$ cat config.mk
export PLATFORM = sky130hd
export DESIGN_NAME = scu_rx
export DESIGN_NICKNAME = d
export VERILOG_FILES = /design/src/scu_pkg.sv /design/src/scu_rx.sv /design/src/scu_baud_gen.sv
export SDC_FILE = /design/constraint.sdc
export NUM_CORES = 1
export LEC_CHECK = 0
export BUFFER_PORTS_ARGS = -buffer_cell sky130_fd_sc_hd__buf_2
export CORE_MARGIN = 2
export CORE_UTILIZATION = 30
export DETAILED_ROUTE_END_ITERATION = 7
export PLACE_DENSITY = 0.48
export SETUP_SLACK_MARGIN = 0.1
export SLEW_MARGIN = 20
export SYNTH_ARGS = -nofsm -noshare
export SYNTH_HDL_FRONTEND = slang
export SYNTH_SLANG_ARGS = --single-unit
$ cat constraint.sdc
create_clock -name i_core_clk -period 6.2 [get_ports i_core_clk]
set_input_delay 0.62 -clock i_core_clk [delete_from_list [all_inputs] [get_ports i_core_clk]]
set_output_delay 0.62 -clock i_core_clk [all_outputs]
set_load 0.02 [all_outputs]
$ cat src/scu_pkg.sv
// constants, register map and types of the smart-card receive channel
`default_nettype none
package scu_pkg;

  // ----------------------------------------------------------------------
  // register bus geometry
  // ----------------------------------------------------------------------
  localparam int ADDR_W = 4;
  localparam int DATA_W = 16;

  // ----------------------------------------------------------------------
  // register offsets
  // ----------------------------------------------------------------------
  localparam logic [3:0] REG_CTRL     = 4'h0;
  localparam logic [3:0] REG_BAUD     = 4'h1;
  localparam logic [3:0] REG_TIMER    = 4'h2;
  localparam logic [3:0] REG_RXBUF_LO = 4'h3;
  localparam logic [3:0] REG_RXBUF_HI = 4'h4;
  localparam logic [3:0] REG_STATUS   = 4'h5;
  localparam logic [3:0] REG_INT_STAT = 4'h6;
  localparam logic [3:0] REG_INT_MASK = 4'h7;

  // ----------------------------------------------------------------------
  // field positions and reset values
  // ----------------------------------------------------------------------
  localparam int INT_W        = 3;
  localparam int INT_RX_BIT   = 0;
  localparam int INT_PERR_BIT = 1;
  localparam int INT_OVR_BIT  = 2;
  localparam int STAT_DONE_BIT  = 0;
  localparam int STAT_BUSY_BIT  = 1;
  localparam int STAT_READY_BIT = 2;
  localparam int HI_PERR_BIT    = 0;
  localparam logic [15:0]      CTRL_RST  = 16'h0000;
  localparam logic [7:0]       BAUD_RST  = 8'h00;
  localparam logic [15:0]      TIMER_RST = 16'h0000;
  localparam logic [INT_W-1:0] MASK_RST  = 3'h0;

  // ----------------------------------------------------------------------
  // bit timing: sixteen generator ticks per bit, sampled in the middle
  // ----------------------------------------------------------------------
  localparam logic [3:0] TICK_MID  = 4'h7;
  localparam logic [3:0] TICK_LAST = 4'hf;

  // bit clock source codes
  localparam logic [1:0] CLK_SRC_F1    = 2'h0;
  localparam logic [1:0] CLK_SRC_TIMER = 2'h1;
  localparam logic [1:0] CLK_SRC_EXT   = 2'h2;

  // control register layout, bit 0 is the transmit enable
  typedef struct packed {
    logic [5:0] rsvd;
    logic       two_stop;
    logic       clk_dir;
    logic       rx_dir;
    logic       odd_par;
    logic       perr_out_en;
    logic [1:0] clk_src;
    logic       open_drain;
    logic       rx_en;
    logic       tx_en;
  } scu_ctrl_s;

  // receiver states
  typedef enum logic [4:0] {
    ST_IDLE   = 5'b00001,
    ST_START  = 5'b00010,
    ST_DATA   = 5'b00100,
    ST_PARITY = 5'b01000,
    ST_STOP   = 5'b10000
  } scu_rx_state_e;

endpackage : scu_pkg
`default_nettype wire

$ cat src/scu_rx.sv
// smart-card receive channel: registers, pin filters, receiver, error out
`timescale 1ns/10ps
`default_nettype none
// Operation
// - receive only with transmit and receive enabled
// - after start bit, shift LSB first, then parity, then stop
// - after stop bits copy shift register to buffer
// - buffer load sets the receive-complete flag
// - buffer load sets the receive interrupt bit
// - reading buffer low byte clears complete flag
// - parity error drives serial output pin low
// - serial output pin selectable as open drain
// - input pins used only with direction bits zero
// - bit clock matches the card character clock
// - small division: undivided clock, generator, sixteen
// - large division: timer, halve, generator, sixteen
module scu_rx
  import scu_pkg::*;
#(
  parameter int DATA_BITS = 8
) (
  input  wire logic              i_core_clk,
  input  wire logic              i_rst_b,
  input  wire logic              i_ce,
  input  wire logic [ADDR_W-1:0] i_addr,
  input  wire logic [DATA_W-1:0] i_wdata,
  input  wire logic              i_wr,
  input  wire logic              i_rd,
  output logic      [DATA_W-1:0] o_rdata,
  output logic                   o_irq,
  input  wire logic              i_serial_input_pin,
  input  wire logic              i_external_bit_clock_pin,
  output logic                   o_serial_output_pin_out,
  output logic                   o_serial_output_pin_oe
);

  // ----------------------------------------------------------------------
  // declarations
  // ----------------------------------------------------------------------
  scu_ctrl_s             ctrl_q;
  logic [7:0]            baud_q;
  logic [15:0]           timer_q;
  logic [DATA_BITS-1:0]  rxbuf_q;
  logic                  buf_perr_q;
  logic                  rx_done_q;
  logic [INT_W-1:0]      int_stat_q;
  logic [INT_W-1:0]      int_mask_q;
  logic [INT_W-1:0]      int_set;
  logic [2:0]            rx_sync_q;
  logic [2:0]            ck_sync_q;
  logic                  rx_lvl_q;
  logic                  ck_lvl_q;
  logic                  ext_edge;
  logic                  tick;
  scu_rx_state_e         state_q;
  logic [3:0]            tick_cnt_q;
  logic [$clog2(DATA_BITS)-1:0] bit_idx_q;
  logic                  stop_idx_q;
  logic [DATA_BITS-1:0]  shreg_q;
  logic                  perr_q;
  logic                  err_drive_q;
  logic                  ready;
  logic                  at_mid;
  logic                  at_last;
  logic                  load;
  logic                  par_bad;
  logic                  rd_lo;

  // register access decode helper
  function automatic logic hit(input logic strobe,
                               input logic [ADDR_W-1:0] a,
                               input logic [ADDR_W-1:0] reg_off);
    hit = strobe && (a == reg_off);
  endfunction : hit

  // ----------------------------------------------------------------------
  // pin filters
  // ----------------------------------------------------------------------
  // three stages; level moves only once stages two and three agree
  always_ff @(posedge i_core_clk or negedge i_rst_b) begin
    if (!i_rst_b) begin
      rx_sync_q <= 3'h7;
      ck_sync_q <= 3'h7;
      rx_lvl_q  <= 1'b1;
      ck_lvl_q  <= 1'b1;
    end else if (i_ce) begin
      rx_sync_q <= {rx_sync_q[1:0], i_serial_input_pin};
      ck_sync_q <= {ck_sync_q[1:0], i_external_bit_clock_pin};
      if (rx_sync_q[1] == rx_sync_q[2]) begin
        rx_lvl_q <= rx_sync_q[2];
      end
      if (ck_sync_q[1] == ck_sync_q[2]) begin
        ck_lvl_q <= ck_sync_q[2];
      end
    end
  end

  // pin clock counts only while its direction bit makes it an input
  assign ext_edge = !ctrl_q.clk_dir && (ck_sync_q[1] == ck_sync_q[2])
                    && ck_sync_q[2] && !ck_lvl_q;

  // ----------------------------------------------------------------------
  // bit clock
  // ----------------------------------------------------------------------
  scu_baud_gen u_baud_gen (
    .i_core_clk (i_core_clk),
    .i_rst_b    (i_rst_b),
    .i_ce       (i_ce),
    .i_clk_src  (ctrl_q.clk_src),
    .i_baud     (baud_q),
    .i_timer    (timer_q),
    .i_ext_edge (ext_edge),
    .o_tick     (tick)
  );

  // ----------------------------------------------------------------------
  // receiver
  // ----------------------------------------------------------------------
  // both enables needed, and the data pin must be an input
  assign ready   = ctrl_q.tx_en && ctrl_q.rx_en && !ctrl_q.rx_dir;
  assign at_mid  = tick && (tick_cnt_q == TICK_MID);
  assign at_last = tick && (tick_cnt_q == TICK_LAST);
  // even parity wants zero over data and parity, odd wants one
  assign par_bad = ((^shreg_q) ^ rx_lvl_q) != ctrl_q.odd_par;
  assign load    = i_ce && (state_q == ST_STOP) && at_last
                   && (stop_idx_q == ctrl_q.two_stop);

  // frame sequencing; dropping an enable abandons the frame at once
  always_ff @(posedge i_core_clk or negedge i_rst_b) begin
    if (!i_rst_b) begin
      state_q    <= ST_IDLE;
      tick_cnt_q <= 4'h0;
      bit_idx_q  <= '0;
      stop_idx_q <= 1'b0;
    end else if (i_ce) begin
      if (tick) begin
        tick_cnt_q <= tick_cnt_q + 4'h1;
      end
      if (!ready) begin
        state_q <= ST_IDLE;
      end else begin
        unique case (state_q)
          ST_IDLE: begin
            tick_cnt_q <= 4'h0;
            if (!rx_lvl_q) begin
              state_q <= ST_START;
            end
          end
          ST_START: begin
            // a glitch shorter than half a bit is no start bit
            if (at_mid && rx_lvl_q) begin
              state_q <= ST_IDLE;
            end else if (at_last) begin
              state_q   <= ST_DATA;
              bit_idx_q <= '0;
            end
          end
          ST_DATA: begin
            if (at_last) begin
              if (bit_idx_q == $clog2(DATA_BITS)'(DATA_BITS - 1)) begin
                state_q <= ST_PARITY;
              end else begin
                bit_idx_q <= bit_idx_q + 1'b1;
              end
            end
          end
          ST_PARITY: begin
            if (at_last) begin
              state_q    <= ST_STOP;
              stop_idx_q <= 1'b0;
            end
          end
          ST_STOP: begin
            if (at_last) begin
              if (stop_idx_q == ctrl_q.two_stop) begin
                state_q <= ST_IDLE;
              end else begin
                stop_idx_q <= 1'b1;
              end
            end
          end
          default: state_q <= ST_IDLE;
        endcase
      end
    end
  end

  // data shift and parity verdict, taken at mid-bit
  always_ff @(posedge i_core_clk or negedge i_rst_b) begin
    if (!i_rst_b) begin
      shreg_q <= '0;
      perr_q  <= 1'b0;
    end else if (i_ce) begin
      if (state_q == ST_DATA && at_mid) begin
        shreg_q <= {rx_lvl_q, shreg_q[DATA_BITS-1:1]};
      end
      if (state_q == ST_START) begin
        perr_q <= 1'b0;
      end else if (state_q == ST_PARITY && at_mid) begin
        perr_q <= par_bad;
      end
    end
  end

  // error signal spans the first stop bit; stop level is not checked
  // because our own low drive would always make it look broken
  always_ff @(posedge i_core_clk or negedge i_rst_b) begin
    if (!i_rst_b) begin
      err_drive_q <= 1'b0;
    end else if (i_ce) begin
      if (!ready) begin
        err_drive_q <= 1'b0;
      end else if (state_q == ST_PARITY && at_last) begin
        err_drive_q <= perr_q && ctrl_q.perr_out_en;
      end else if (state_q == ST_STOP && at_last) begin
        err_drive_q <= 1'b0;
      end
    end
  end

  // serial output pin: open drain only pulls low, push-pull drives
  always_ff @(posedge i_core_clk or negedge i_rst_b) begin
    if (!i_rst_b) begin
      o_serial_output_pin_out <= 1'b1;
      o_serial_output_pin_oe  <= 1'b0;
    end else if (i_ce) begin
      o_serial_output_pin_out <= !err_drive_q;
      if (ctrl_q.open_drain) begin
        o_serial_output_pin_oe <= err_drive_q;
      end else begin
        o_serial_output_pin_oe <= ctrl_q.tx_en;
      end
    end
  end

  // ----------------------------------------------------------------------
  // receive buffer, completion flag and interrupts
  // ----------------------------------------------------------------------
  assign rd_lo   = hit(i_rd, i_addr, REG_RXBUF_LO);
  assign int_set = {load && rx_done_q, load && perr_q, load};

  // a load in the same cycle as the low byte read wins
  always_ff @(posedge i_core_clk or negedge i_rst_b) begin
    if (!i_rst_b) begin
      rxbuf_q    <= '0;
      buf_perr_q <= 1'b0;
      rx_done_q  <= 1'b0;
    end else if (i_ce) begin
      if (load) begin
        rxbuf_q    <= shreg_q;
        buf_perr_q <= perr_q;
        rx_done_q  <= 1'b1;
      end else if (rd_lo) begin
        rx_done_q  <= 1'b0;
      end
    end
  end

  // sticky events, write one to clear; a new event beats the clear
  always_ff @(posedge i_core_clk or negedge i_rst_b) begin
    if (!i_rst_b) begin
      int_stat_q <= '0;
      o_irq      <= 1'b0;
    end else if (i_ce) begin
      int_stat_q <= (int_stat_q
                     & ~({INT_W{hit(i_wr, i_addr, REG_INT_STAT)}}
                         & i_wdata[INT_W-1:0])) | int_set;
      o_irq      <= |(int_stat_q & int_mask_q);
    end
  end

  // ----------------------------------------------------------------------
  // register bus
  // ----------------------------------------------------------------------
  always_ff @(posedge i_core_clk or negedge i_rst_b) begin
    if (!i_rst_b) begin
      ctrl_q     <= scu_ctrl_s'(CTRL_RST);
      baud_q     <= BAUD_RST;
      timer_q    <= TIMER_RST;
      int_mask_q <= MASK_RST;
    end else if (i_ce && i_wr) begin
      unique case (i_addr)
        REG_CTRL:     ctrl_q     <= scu_ctrl_s'({6'h00, i_wdata[9:0]});
        REG_BAUD:     baud_q     <= i_wdata[7:0];
        REG_TIMER:    timer_q    <= i_wdata;
        REG_INT_MASK: int_mask_q <= i_wdata[INT_W-1:0];
        default:      ;
      endcase
    end
  end

  // read data stand one cycle after the strobe, zero otherwise
  always_ff @(posedge i_core_clk or negedge i_rst_b) begin
    if (!i_rst_b) begin
      o_rdata <= '0;
    end else if (i_ce) begin
      o_rdata <= '0;
      if (i_rd) begin
        unique case (i_addr)
          REG_CTRL:     o_rdata <= DATA_W'(ctrl_q);
          REG_BAUD:     o_rdata <= DATA_W'(baud_q);
          REG_TIMER:    o_rdata <= timer_q;
          REG_RXBUF_LO: o_rdata <= DATA_W'(rxbuf_q);
          REG_RXBUF_HI: o_rdata <= DATA_W'(buf_perr_q);
          REG_STATUS:   o_rdata <= DATA_W'({ready, state_q != ST_IDLE,
                                            rx_done_q});
          REG_INT_STAT: o_rdata <= DATA_W'(int_stat_q);
          REG_INT_MASK: o_rdata <= DATA_W'(int_mask_q);
          default:      o_rdata <= '0;
        endcase
      end
    end
  end

  // ----------------------------------------------------------------------
  // checks
  // ----------------------------------------------------------------------
  a_not_ready_idle: assert property (@(posedge i_core_clk)
    disable iff (!i_rst_b)
    (i_ce && !ready) |=> state_q == ST_IDLE)
    else $error("receiver left idle while not enabled");

  a_dir_blocks_rx: assert property (@(posedge i_core_clk)
    disable iff (!i_rst_b)
    (i_ce && ctrl_q.rx_dir) |=> (state_q == ST_IDLE) && !err_drive_q)
    else $error("receiver active with data pin set as output");

  a_lsb_first_shift: assert property (@(posedge i_core_clk)
    disable iff (!i_rst_b)
    (i_ce && state_q == ST_DATA && at_mid)
    |=> shreg_q[DATA_BITS-1] == $past(rx_lvl_q))
    else $error("sampled bit not shifted in at the top");

  a_buffer_copy: assert property (@(posedge i_core_clk)
    disable iff (!i_rst_b)
    load |=> rxbuf_q == $past(shreg_q))
    else $error("buffer does not hold the shifted character");

  a_done_on_load: assert property (@(posedge i_core_clk)
    disable iff (!i_rst_b)
    load |=> rx_done_q && state_q == ST_IDLE)
    else $error("complete flag not set at buffer load");

  a_irq_on_load: assert property (@(posedge i_core_clk)
    disable iff (!i_rst_b)
    (load && int_mask_q[INT_RX_BIT]) |=> int_stat_q[INT_RX_BIT]
    ##1 (o_irq || !$past(i_ce) || !$past(int_mask_q[INT_RX_BIT])))
    else $error("receive interrupt not raised at buffer load");

  a_read_clears_done: assert property (@(posedge i_core_clk)
    disable iff (!i_rst_b)
    (i_ce && rd_lo && !load) |=> !rx_done_q)
    else $error("low byte read left complete flag set");

  a_perr_drives_low: assert property (@(posedge i_core_clk)
    disable iff (!i_rst_b)
    (i_ce && state_q == ST_PARITY && at_last && perr_q
     && ctrl_q.perr_out_en && ready)
    |=> err_drive_q ##1 (!o_serial_output_pin_out || !$past(i_ce)))
    else $error("parity error did not pull the output low");

  a_open_drain_off: assert property (@(posedge i_core_clk)
    disable iff (!i_rst_b)
    (i_ce && ctrl_q.open_drain && !err_drive_q) |=> !o_serial_output_pin_oe)
    else $error("open drain output driven while high");

  a_parity_verdict: assert property (@(posedge i_core_clk)
    disable iff (!i_rst_b)
    (i_ce && state_q == ST_PARITY && at_mid && ready)
    |=> perr_q == $past(par_bad))
    else $error("parity verdict not taken at mid parity bit");

endmodule : scu_rx
`default_nettype wire

$ cat src/scu_baud_gen.sv
// bit clock generator: source select, timer divider, rate generator
`timescale 1ns/10ps
`default_nettype none
module scu_baud_gen
  import scu_pkg::*;
(
  input  wire logic        i_core_clk,
  input  wire logic        i_rst_b,
  input  wire logic        i_ce,
  input  wire logic [1:0]  i_clk_src,
  input  wire logic [7:0]  i_baud,
  input  wire logic [15:0] i_timer,
  input  wire logic        i_ext_edge,
  output logic             o_tick
);

  // ----------------------------------------------------------------------
  // timer divider with toggle flip-flop
  // ----------------------------------------------------------------------
  logic [15:0] tmr_cnt_q;
  logic        tgl_q;
  logic        tmr_step;
  logic        src_step;
  logic [7:0]  gen_cnt_q;

  // timer counts reload+1 clocks, then toggles: step every 2*(T+1)
  always_ff @(posedge i_core_clk or negedge i_rst_b) begin
    if (!i_rst_b) begin
      tmr_cnt_q <= 16'h0000;
      tgl_q     <= 1'b0;
    end else if (i_ce) begin
      if (tmr_cnt_q == 16'h0000) begin
        tmr_cnt_q <= i_timer;
        tgl_q     <= ~tgl_q;
      end else begin
        tmr_cnt_q <= tmr_cnt_q - 16'h0001;
      end
    end
  end

  assign tmr_step = (tmr_cnt_q == 16'h0000) && !tgl_q;

  // source choice: undivided clock, halved timer output or pin edge
  always_comb begin
    unique case (i_clk_src)
      CLK_SRC_F1:    src_step = 1'b1;
      CLK_SRC_TIMER: src_step = tmr_step;
      CLK_SRC_EXT:   src_step = i_ext_edge;
      default:       src_step = 1'b0;
    endcase
  end

  // ----------------------------------------------------------------------
  // rate generator: divide the source by value+1
  // ----------------------------------------------------------------------
  // the x16 tick lets the receiver match the card's character clock
  always_ff @(posedge i_core_clk or negedge i_rst_b) begin
    if (!i_rst_b) begin
      gen_cnt_q <= 8'h00;
      o_tick    <= 1'b0;
    end else if (i_ce) begin
      o_tick <= 1'b0;
      if (src_step) begin
        if (gen_cnt_q == 8'h00 || gen_cnt_q > i_baud) begin // drop stale
          gen_cnt_q <= i_baud;
          o_tick    <= 1'b1;
        end else begin
          gen_cnt_q <= gen_cnt_q - 8'h01;
        end
      end
    end
  end

  // ----------------------------------------------------------------------
  // checks
  // ----------------------------------------------------------------------
  a_f1_tick_rate: assert property (@(posedge i_core_clk)
    disable iff (!i_rst_b)
    (i_ce && i_clk_src == CLK_SRC_F1 && i_baud == 8'h00 && $stable(i_baud)
     && $past(i_ce) && $past(i_clk_src) == CLK_SRC_F1)
    |=> o_tick)
    else $error("tick missing with undivided source and zero divider");

endmodule : scu_baud_gen
`default_nettype wire

==> flow_metrics.env, run 1 <==
export IMPL_grt_pass1_vias=4593
export IMPL_core_area_um2=20960
export IMPL_wl_mm=15.63
export IMPL_rsz0062_at_grt="false"
export IMPL_cts_sinks=126
export IMPL_clk_pin_slew_ps=60
export IMPL_p_total_w=0.002735
export IMPL_cts_buffers=17
export IMPL_yosysWarnings=0
export IMPL_synthToLayoutAreaGrowth_pct=16.61
export IMPL_end_kind="flip-flop"
export IMPL_drive_gt1_share_pct=28.30
export IMPL_start_util_pct=30.55
export IMPL_ys_ff_latch=126
export IMPL_globalplace_congestion=0.8521
export IMPL_synth_flop_cell="dfrtp_1"
export IMPL_hold_path_class="in -> async"
export IMPL_drt_iter0_markers=200
export IMPL_synth_cell_types=68
export IMPL_synthArstFlopShare_pct=100.0
export IMPL_post_cts_buffers=0
export IMPL_synth_area_per_cell_um2=11.13
export IMPL_synth_area_top_cells="dfrtp_1 (45%), mux2_2 (11%), dfstp_2 (4.1%)"
export IMPL_finalCritPeriodShare_pct=40.39
export IMPL_io_buffers=45
export IMPL_swShare_pct=32.63
export IMPL_outcome="finished clean"
export IMPL_cts_tree="yes"
export IMPL_worst_ir_drop_vdd_mv=0.1860
export IMPL_synthCells=575
export IMPL_h_tree_depth=4
export IMPL_grt_total_usage_pct=14.79
export IMPL_cp_arrival_ps=2840
export IMPL_dp_hpwl_mm=11.26
export IMPL_slowest_delay_ps=730
export IMPL_pwr_share_clk_pct=35.7
export IMPL_synthesis_area_um2=6401
export IMPL_wl_per_cell_um=17.29
export IMPL_synth_edf_count=0
export IMPL_synth_nets=616
export IMPL_root_buffer="clkbuf_16"
export IMPL_worst_slew_pin_slew_ps=905.0
export IMPL_power_frac_comb_pct=21.4
export IMPL_critical_path_class="reg -> reg"
export IMPL_fmax_mhz=399.3
export IMPL_ctsHoldBuffers=0
export IMPL_leakagePower_nw=3.350
export IMPL_critPathSlowestCell="nor3_1"
export IMPL_drtAntennaViolNets=0
export IMPL_rows=53
export IMPL_netSwitchingPower_w=0.0008923
export IMPL_die_x_um=150.1
export IMPL_io_pins=46
export IMPL_grt_pass1_wl_mm=25.32
export IMPL_fin_skew_ps=8.984
export IMPL_fillers=2096
export IMPL_crit_buf_inv=1
export IMPL_fin_nets=657
export IMPL_cts_resized_gates=0
export IMPL_dieArea_um2=22520
export IMPL_drv_slew=0
export IMPL_grt_max_degree=81
export IMPL_cpLargestDelayFamily="simple AND/OR/NAND/NOR gates"
export IMPL_powerDensity_nw_per_um2=366.4
export IMPL_hold_viol=0
export IMPL_internal_power_w=0.001842
export IMPL_pre_cts_ws_ps=3456
export IMPL_worstPathRequired_ps=6530
export IMPL_cts_buffer_depth=2
export IMPL_dr_total_vias=4631
export IMPL_p_seq_share_pct=42.8
export IMPL_critPathLaunchType="flip-flop"
export IMPL_min_period_ps=2504
export IMPL_antenna_found_initial=0
export IMPL_synth_largest_area_cell="dfrtp_1"
export IMPL_setup_viol=0
export IMPL_first_pass_iters=4
export IMPL_worstPathCellList="inv_1, ha_1, nor2b_1, o211ai_1, a211oi_1, nor3_1, nor2_1, a211oi_2"
export IMPL_die_h_um=150.1
export IMPL_viasPerCell=5.123
export IMPL_relSlewSlack_pct=39.54
export IMPL_remaining_drc_errors=0
export IMPL_grt_ovfl_total=0
export IMPL_synth_seq_area_share_pct=49.45
export IMPL_fin_ws_ps=3696
export IMPL_setup_tns_ps=0
export IMPL_clk_latency_ps=420
export IMPL_synth_top_area_share_pct=45.35
export IMPL_insertedDiodeCount=0
export IMPL_cap_viol_max_count=0
export IMPL_cp_max_fo=7
[cell type report]
cell class / count / area (um^2) / share of cell area (%)
multi-input cells: 396 / 3009 / 40.31
clock buffers: 18 / 439.2 / 5.883
repair buffers: 50 / 269.0 / 3.604
flip-flops and latches: 126 / 3166 / 42.41
clock inverters: 14 / 143.9 / 1.928
well taps: 275 / 344.1 / 4.609
inverters: 25 / 93.84 / 1.257
[path summary, 6_finish.rpt]
path	start	endpoint	slack [ps]	depth (start not counted)
max	baud_q[1]	u_baud_gen.gen_cnt_q[7]	3700	8
min	i_rst_b	o_rdata[4]	240	1
max reg2reg	baud_q[1]	u_baud_gen.gen_cnt_q[7]	3700	8
min reg2reg	u_baud_gen.tgl_q	u_baud_gen.tgl_q	480	1
max in group asynchronous	i_rst_b	rxbuf_q[2]	4850	2
min in group i_core_clk	i_wdata[14]	timer_q[14]	430	2
[metrics by stage]
| stage | util [%] | instance area (um^2) | hold slack, ps | instances |
|---|---|---|---|---|
| finish | 35.62 | 7465 | 243.2 | 904 |
| global route | 35.62 | 7465 | 290.8 | 904 |
| CTS | 35.60 | 7461 | 417.3 | 904 |
| detailed placement | 32.82 | 6878 | 466.8 | 872 |
| global placement | 32.82 | 6878 | 461.8 | 872 |
| floorplan | - | 6401 | 324.4 | 575 |
[layout by cell type, fill, tap and decap left out, drive strengths merged, types with 6 or more instances in the layout]
cell	count
a21oi	29
clkbuf	18
dfrtp	116
nor2	42
mux2i	9
dfstp	10
buf	50
nand4	6
inv	26
clkinv	6
nor3	8
ha	14
mux4	8
o21ai	41
o31ai	6
nand2	40
a22o	20
xnor2	11
nand3	23
mux2	60
[cell families after synthesis]
family	Yosys count	share of synthesized area, %
AOI/OAI and AO/OA	135	14.82
buffers and inverters	53	3.538
DFF	126	49.45
xor gates and xnor gates	16	2.189
and+or+nand+nor	154	12.49
adders and majority gates	14	2.737
muxes	77	14.78
[flip-flops by register name (all words and copies together), names as in the netlist, 3 cells and up]
| name | count |
|---|---|
| o_rdata | 16 |
| timer_q | 16 |
| u_baud_gen.tmr_cnt_q | 16 |
| ctrl_q | 10 |
| baud_q | 8 |
| rxbuf_q | 8 |
| shreg_q | 8 |
| u_baud_gen.gen_cnt_q | 8 |
| state_q | 5 |
| tick_cnt_q | 4 |
| bit_idx_q | 3 |
| ck_sync_q | 3 |
| int_mask_q | 3 |
| int_stat_q | 3 |
| rx_sync_q | 3 |
[cell usage after synthesis, types with 4 or more instances]
cell and count:
xnor2_1 11, mux4_2 8, o211ai_1 5, o21ai_0 36
nand3_1 23, nand2b_1 4, nand2_1 40, a21oi_1 27
nor2_1 41, clkbuf_1 12, nand4_1 5, dfrtp_1 116
mux2_2 60, buf_1 4, o21ai_1 4, o31ai_1 4
inv_1 25, xor2_1 5, ha_1 14, dfstp_2 10
nor3_1 7, mux2i_1 9, buf_2 10, nor2b_1 5
a22o_1 20
[power groups by stage]
stage	sequential, W	clock (W)	combinational [W]
after floorplan	0.00112	0	0.000465
after global placement	0.00118	0	0.000572
after detailed placement	0.00118	0	0.000587
after CTS	0.00117	0.00100	0.000590
after global routing	0.00120	0.00104	0.000665
final	0.00117	0.000978	0.000586
[metal layers]
layer	part of all wire [%]	wire [um]	track usage, %
met3	4.1	645	3.811
met4	0.84	131	3.868
met2	49	7692	24.18
met5	0	0	0
met1	46	7160	19.52
Power figures use the tool's default switching activity.
==> run 2: changes to the inputs <==
PLACE_DENSITY = 0.5   (was 0.48)
clock period = 2.2 ns   (was 6.2 ns; I/O delays follow)
==> run 2 against run 1 <==
  * Flip-flop and latch count unchanged
  * Critical endpoint is now u_baud_gen.tmr_cnt_q[14]
  * Critical path type unchanged
  * Combinational power rose to 4.6 times the previous value
  * Register-to-register slack worse by 3600 ps
==> flow_metrics.env, run 2 (synthesis gave the netlist of run 1 again) <==
export IMPL_outcome="finished clean"
export IMPL_worstPathRequired_ps=2550
export IMPL_start_util_pct=30.55
export IMPL_cts_tree="yes"
export IMPL_die_h_um=150.1
export IMPL_clk_latency_ps=420
export IMPL_grt_ovfl_total=0
export IMPL_grt_use_met2_pct=23.86
export IMPL_relSlewSlack_pct=63.45
export IMPL_dr_total_vias=4935
export IMPL_dp_hpwl_mm=11.99
export IMPL_worst_slew_pin_slew_ps=548.3
export IMPL_p_seq_share_pct=36.5
export IMPL_powerDensity_nw_per_um2=1058
export IMPL_io_pins=46
export IMPL_cts_buffer_depth=2
export IMPL_reg_largest_list="o_rdata: 16 flops, timer_q: 16 flops, u_baud_gen.tmr_cnt_q: 16 flops"
export IMPL_worstPathCellList="buf_4, or4_4, or4_4, o31ai_4, a21oi_2, a21oi_2"
export IMPL_drt_iter0_markers=278
export IMPL_pre_cts_ws_ps=-10.25
export IMPL_root_buffer="clkbuf_16"
export IMPL_use_met3_pct=3.506
export IMPL_drtAntennaViolNets=0
export IMPL_utilization_pct=39.17
export IMPL_internal_power_w=0.005800
export IMPL_min_period_ps=2147
export IMPL_h_tree_depth=4
export IMPL_grtUsageMet1_pct=21.50
export IMPL_fmax_mhz=465.9
export IMPL_die_x_um=150.1
export IMPL_first_pass_iters=4
export IMPL_wl_mm=16.82
export IMPL_critPathSlowestCell="or4_4"
export IMPL_fin_nets=721
export IMPL_most_common_layout_cells="dfrtp_1 (115), mux2_2 (60), buf_4 (60)"
export IMPL_rsz0062_at_grt="true"
export IMPL_cts_sinks=126
export IMPL_synthToLayoutAreaGrowth_pct=28.23
export IMPL_grt_pass1_wl_mm=26.72
export IMPL_setup_viol=0
export IMPL_critPathLaunchType="flip-flop"
export IMPL_fin_ws_ps=53.46
export IMPL_pwr_share_clk_pct=32.2
export IMPL_cp_arrival_ps=2500
export IMPL_rrSetupSlack_ps=50
export IMPL_critical_path_class="reg -> reg"
export IMPL_slowest_delay_ps=620
export IMPL_place_area_um2=7266
export IMPL_core_area_um2=20960
export IMPL_globalplace_congestion=0.8289
export IMPL_worst_ir_drop_vdd_mv=0.5167
export IMPL_cp_max_fo=6
export IMPL_setup_tns_ps=0
export IMPL_final_cell_area_um2=8208
export IMPL_cts_buffers=17
export IMPL_netSwitchingPower_w=0.002884
export IMPL_wl_per_cell_um=17.38
export IMPL_p_total_w=0.008684
export IMPL_hold_path_class="in -> reg"
export IMPL_layout_commonest_cell="dfrtp_1"
export IMPL_finalCritPeriodShare_pct=97.57
export IMPL_drv_slew=0
export IMPL_viasPerCell=5.098
export IMPL_insertedDiodeCount=0
export IMPL_fin_skew_ps=12.83
export IMPL_power_frac_comb_pct=31.3
export IMPL_swShare_pct=33.21
export IMPL_antenna_found_initial=0
export IMPL_rows=53
export IMPL_cpLargestDelayFamily="simple AND/OR/NAND/NOR gates"
export IMPL_fillers=2051
export IMPL_hold_viol=0
export IMPL_leakagePower_nw=3.729
export IMPL_busiest_layer="met2"
export IMPL_remaining_drc_errors=0
export IMPL_drive_gt1_share_pct=38.82
export IMPL_grt_total_usage_pct=15.56
export IMPL_crit_buf_inv=1
export IMPL_dieArea_um2=22520
export IMPL_end_kind="flip-flop"
export IMPL_cap_viol_max_count=0
export IMPL_clk_pin_slew_ps=60
export IMPL_io_buffers=45
export IMPL_grt_max_degree=41
export IMPL_grt_pass1_vias=4896
-- run 2: cell count changes in the layout (fill, tap and decap cells not counted), sizes merged --
cell         before  now
buf              50  112
clkinv            6    4
clkinvlp          5    6
dlygate4sd3       0    1
inv              26   28
-- run 2: power groups by stage --
stage	Combinational [W]	Clock, W	Sequential (W)
after floorplan	0.00131	0	0.00315
after global placement	0.00206	0	0.00318
after detailed placement	0.00212	0	0.00319
after CTS	0.00223	0.00285	0.00315
after global routing	0.00297	0.00298	0.00323
final	0.00272	0.00279	0.00317
-- run 2: final timing paths --
kind	from	end	cells after the start
min in group asynchronous	i_rst_b	o_rdata[6]	2
worst max-delay path	u_baud_gen.tmr_cnt_q[7]	u_baud_gen.tmr_cnt_q[14]	6
worst min-delay path	i_external_bit_clock_pin	ck_sync_q[0]	2
max in group asynchronous	i_rst_b	rx_sync_q[1]	3
worst min register to register	u_baud_gen.tgl_q	u_baud_gen.tgl_q	1
worst max register to register	u_baud_gen.tmr_cnt_q[7]	u_baud_gen.tmr_cnt_q[14]	6
-- run 2: worst register-to-register path, delay by kind of cell, from the launching register on --
| kind | cells | cell delay [ps] |
|---|---|---|
| AO/OA/AOI/OAI | 3 | 420 |
| buffers and inverters | 1 | 140 |
| AND/OR/NAND/NOR | 2 | 1160 |
| flip-flops | 1 | 370 |
-- run 2: final cells by class --
class | instances | area (um^2) | area share [%]
clock buffer | 17 | 425.4 | 5.183
clock inverter | 15 | 165.2 | 2.012
inverter | 25 | 93.84 | 1.143
multi-input combinational | 396 | 3196 | 38.93
sequential | 126 | 3167 | 38.58
tap | 275 | 344.1 | 4.192
timing repair buffer | 114 | 817.0 | 9.954
-- run 2: metrics by stage --
step / hold WS, ps / cells
finish: 30.07 / 968
global route: 12.64 / 968
CTS: 7.999 / 956
detailed placement: 244.5 / 920
global placement: 246.9 / 920
floorplan: -75.59 / 575
-- run 2: what timing repair did --
action | CTS | global route
hold endpoints to repair | 31 | 0
setup buffers | 3 | 11
endpoints found under the setup margin | 15 | 17
hold buffers | 1 | 0
cloned | 0 | 1
gates resized for setup | 8 | 35
pin swaps | 6 | 10
-- run 2: per-layer routing --
layer,part of all wire (%),wire (um),vias to the layer above
met4,1.9,312,0
li1,-,-,2344
met3,4.0,666,26
met5,0,0,-
met2,48,8026,118
met1,46,7816,2447
==> run 3: changes to the inputs <==
PLACE_DENSITY = default   (was 0.5)
==> run 3 against run 2 <==
  * First-iteration DRC count is 32% higher
  * Register-to-register slack better by 40 ps
  * Sequential power about the same
  * Global-route usage down 0.55 points
  * Critical endpoint is now u_baud_gen.tmr_cnt_q[10]
  * Combinational power is essentially flat
  * Power down 1.9%
  * Core utilization is 0.11 points lower
==> flow_metrics.env, run 3 (synthesis gave the netlist of run 1 again) <==
export IMPL_grt_pass1_wl_mm=26.12
export IMPL_min_period_ps=2103
export IMPL_fin_ws_ps=96.91
export IMPL_die_h_um=150.1
export IMPL_cts_tree="yes"
export IMPL_p_total_w=0.008522
export IMPL_drive_gt1_share_pct=40.14
export IMPL_globalplace_congestion=0.8344
export IMPL_grt_ovfl_total=0
export IMPL_rows=53
export IMPL_fin_nets=723
export IMPL_clk_pin_slew_ps=60
export IMPL_io_buffers=45
export IMPL_fillers=2068
export IMPL_root_buffer="clkbuf_16"
export IMPL_cp_max_fo=5
export IMPL_io_pins=46
export IMPL_grt_max_degree=65
export IMPL_worst_slew_pin_slew_ps=582.2
export IMPL_clk_latency_ps=420
export IMPL_antenna_found_initial=0
export IMPL_wl_per_cell_um=16.87
export IMPL_wl_mm=16.36
export IMPL_reg_largest_list="o_rdata: 16 flops, timer_q: 16 flops, u_baud_gen.tmr_cnt_q: 16 flops"
export IMPL_hold_path_class="in -> reg"
export IMPL_relSlewSlack_pct=61.05
export IMPL_dr_total_vias=4903
export IMPL_insertedDiodeCount=0
export IMPL_fin_skew_ps=7.235
export IMPL_cts_sinks=126
export IMPL_worst_ir_drop_vdd_mv=0.5072
export IMPL_start_util_pct=30.55
export IMPL_critical_path_class="reg -> reg"
export IMPL_cap_viol_max_count=0
export IMPL_fmax_mhz=475.5
export IMPL_cts_buffers=17
export IMPL_drt_iter0_markers=368
export IMPL_synthToLayoutAreaGrowth_pct=27.85
export IMPL_cts_buffer_depth=2
export IMPL_finalCritPeriodShare_pct=95.60
export IMPL_setup_tns_ps=0
export IMPL_utilization_pct=39.06
export IMPL_drtAntennaViolNets=0
export IMPL_dp_hpwl_mm=11.39
export IMPL_grt_pass1_vias=4774
export IMPL_h_tree_depth=4
export IMPL_grt_total_usage_pct=15.01
export IMPL_most_common_layout_cells="dfrtp_1 (114), buf_4 (64), mux2_2 (60)"
export IMPL_worstPathRequired_ps=2540
export IMPL_viasPerCell=5.055
export IMPL_layout_commonest_cell="dfrtp_1"
export IMPL_leakagePower_nw=3.723
export IMPL_outcome="finished clean"
export IMPL_pre_cts_ws_ps=19.54
export IMPL_end_kind="flip-flop"
export IMPL_setup_viol=0
export IMPL_dieArea_um2=22520
export IMPL_rsz0062_at_grt="true"
export IMPL_first_pass_iters=4
export IMPL_hold_viol=0
export IMPL_drv_slew=0
export IMPL_powerDensity_nw_per_um2=1041
export IMPL_critPathLaunchType="flip-flop"
export IMPL_cp_arrival_ps=2440
export IMPL_core_area_um2=20960
export IMPL_die_x_um=150.1
export IMPL_remaining_drc_errors=0
==> run 3: final timing paths <==
path,startpoint,endpoint,slack (ps),cells past startpoint
hold / removal,i_serial_input_pin,rx_sync_q[0],30,2
setup reg to reg,u_baud_gen.tmr_cnt_q[1],u_baud_gen.tmr_cnt_q[10],100,8
max in group asynchronous,i_rst_b,ck_lvl_q,1210,3
hold reg to reg,rx_sync_q[2],rx_sync_q[2],480,2
min in group asynchronous,i_rst_b,int_mask_q[1],280,2
setup / recovery,u_baud_gen.tmr_cnt_q[1],u_baud_gen.tmr_cnt_q[10],100,8
==> run 3: through the flow <==
stage | cell area, um^2 | instances | hold WS (ps)
floorplan | 6404 | 575 | -75.59
global placement | 7198 | 911 | 169.9
detailed placement | 7198 | 911 | 172.7
CTS | 7908 | 957 | 21.70
global route | 8184 | 970 | 28.30
finish | 8184 | 970 | 33.29
==> run 3: layer usage <==
layer	global-route usage, %	vias to the layer above	wire [um]
met5	0	-	0
met4	3.821	0	165
met3	3.323	19	576
met2	23.01	81	7683
met1	21.49	2462	7938
li1	-	2341	-
==> run 3: power breakdown <==
group	switching [W]	internal, W	leakage, nW
logic	0.00136	0.00139	1.84
clock network	0.00107	0.00150	0.257
registers	0.000439	0.00276	1.63
total	0.00287	0.00565	3.72
==> run 3: cell type report <==
type                            count  area [um^2]  area share (%)
Inverter                           25        93.84           1.147
Sequential cell                   126         3168           38.71
Clock buffer                       19        452.9           5.534
Multi-Input combinational cell    396         3226           39.41
Clock inverter                     13        92.59           1.131
Timing Repair Buffer              116        807.0           9.861
Tap cell                          275        344.1           4.204
==> run 3: critical path, stage by stage, from the launching register on <==
cell	delay, ps
dfrtp_1	390
inv_2	100
ha_4	140
or3b_4	380
or4_4	560
buf_4	170
a21oi_1	140
nor2_1	50
a21oi_1	110
==> run 3: what timing repair did <==
item | CTS | global route
hold buffers | 1 | 0
setup endpoints to repair | 15 | 18
endpoints found under the hold margin | 26 | 0
buffers inserted | 13 | 13
gates resized for setup | 14 | 34
pin swaps | 9 | 10
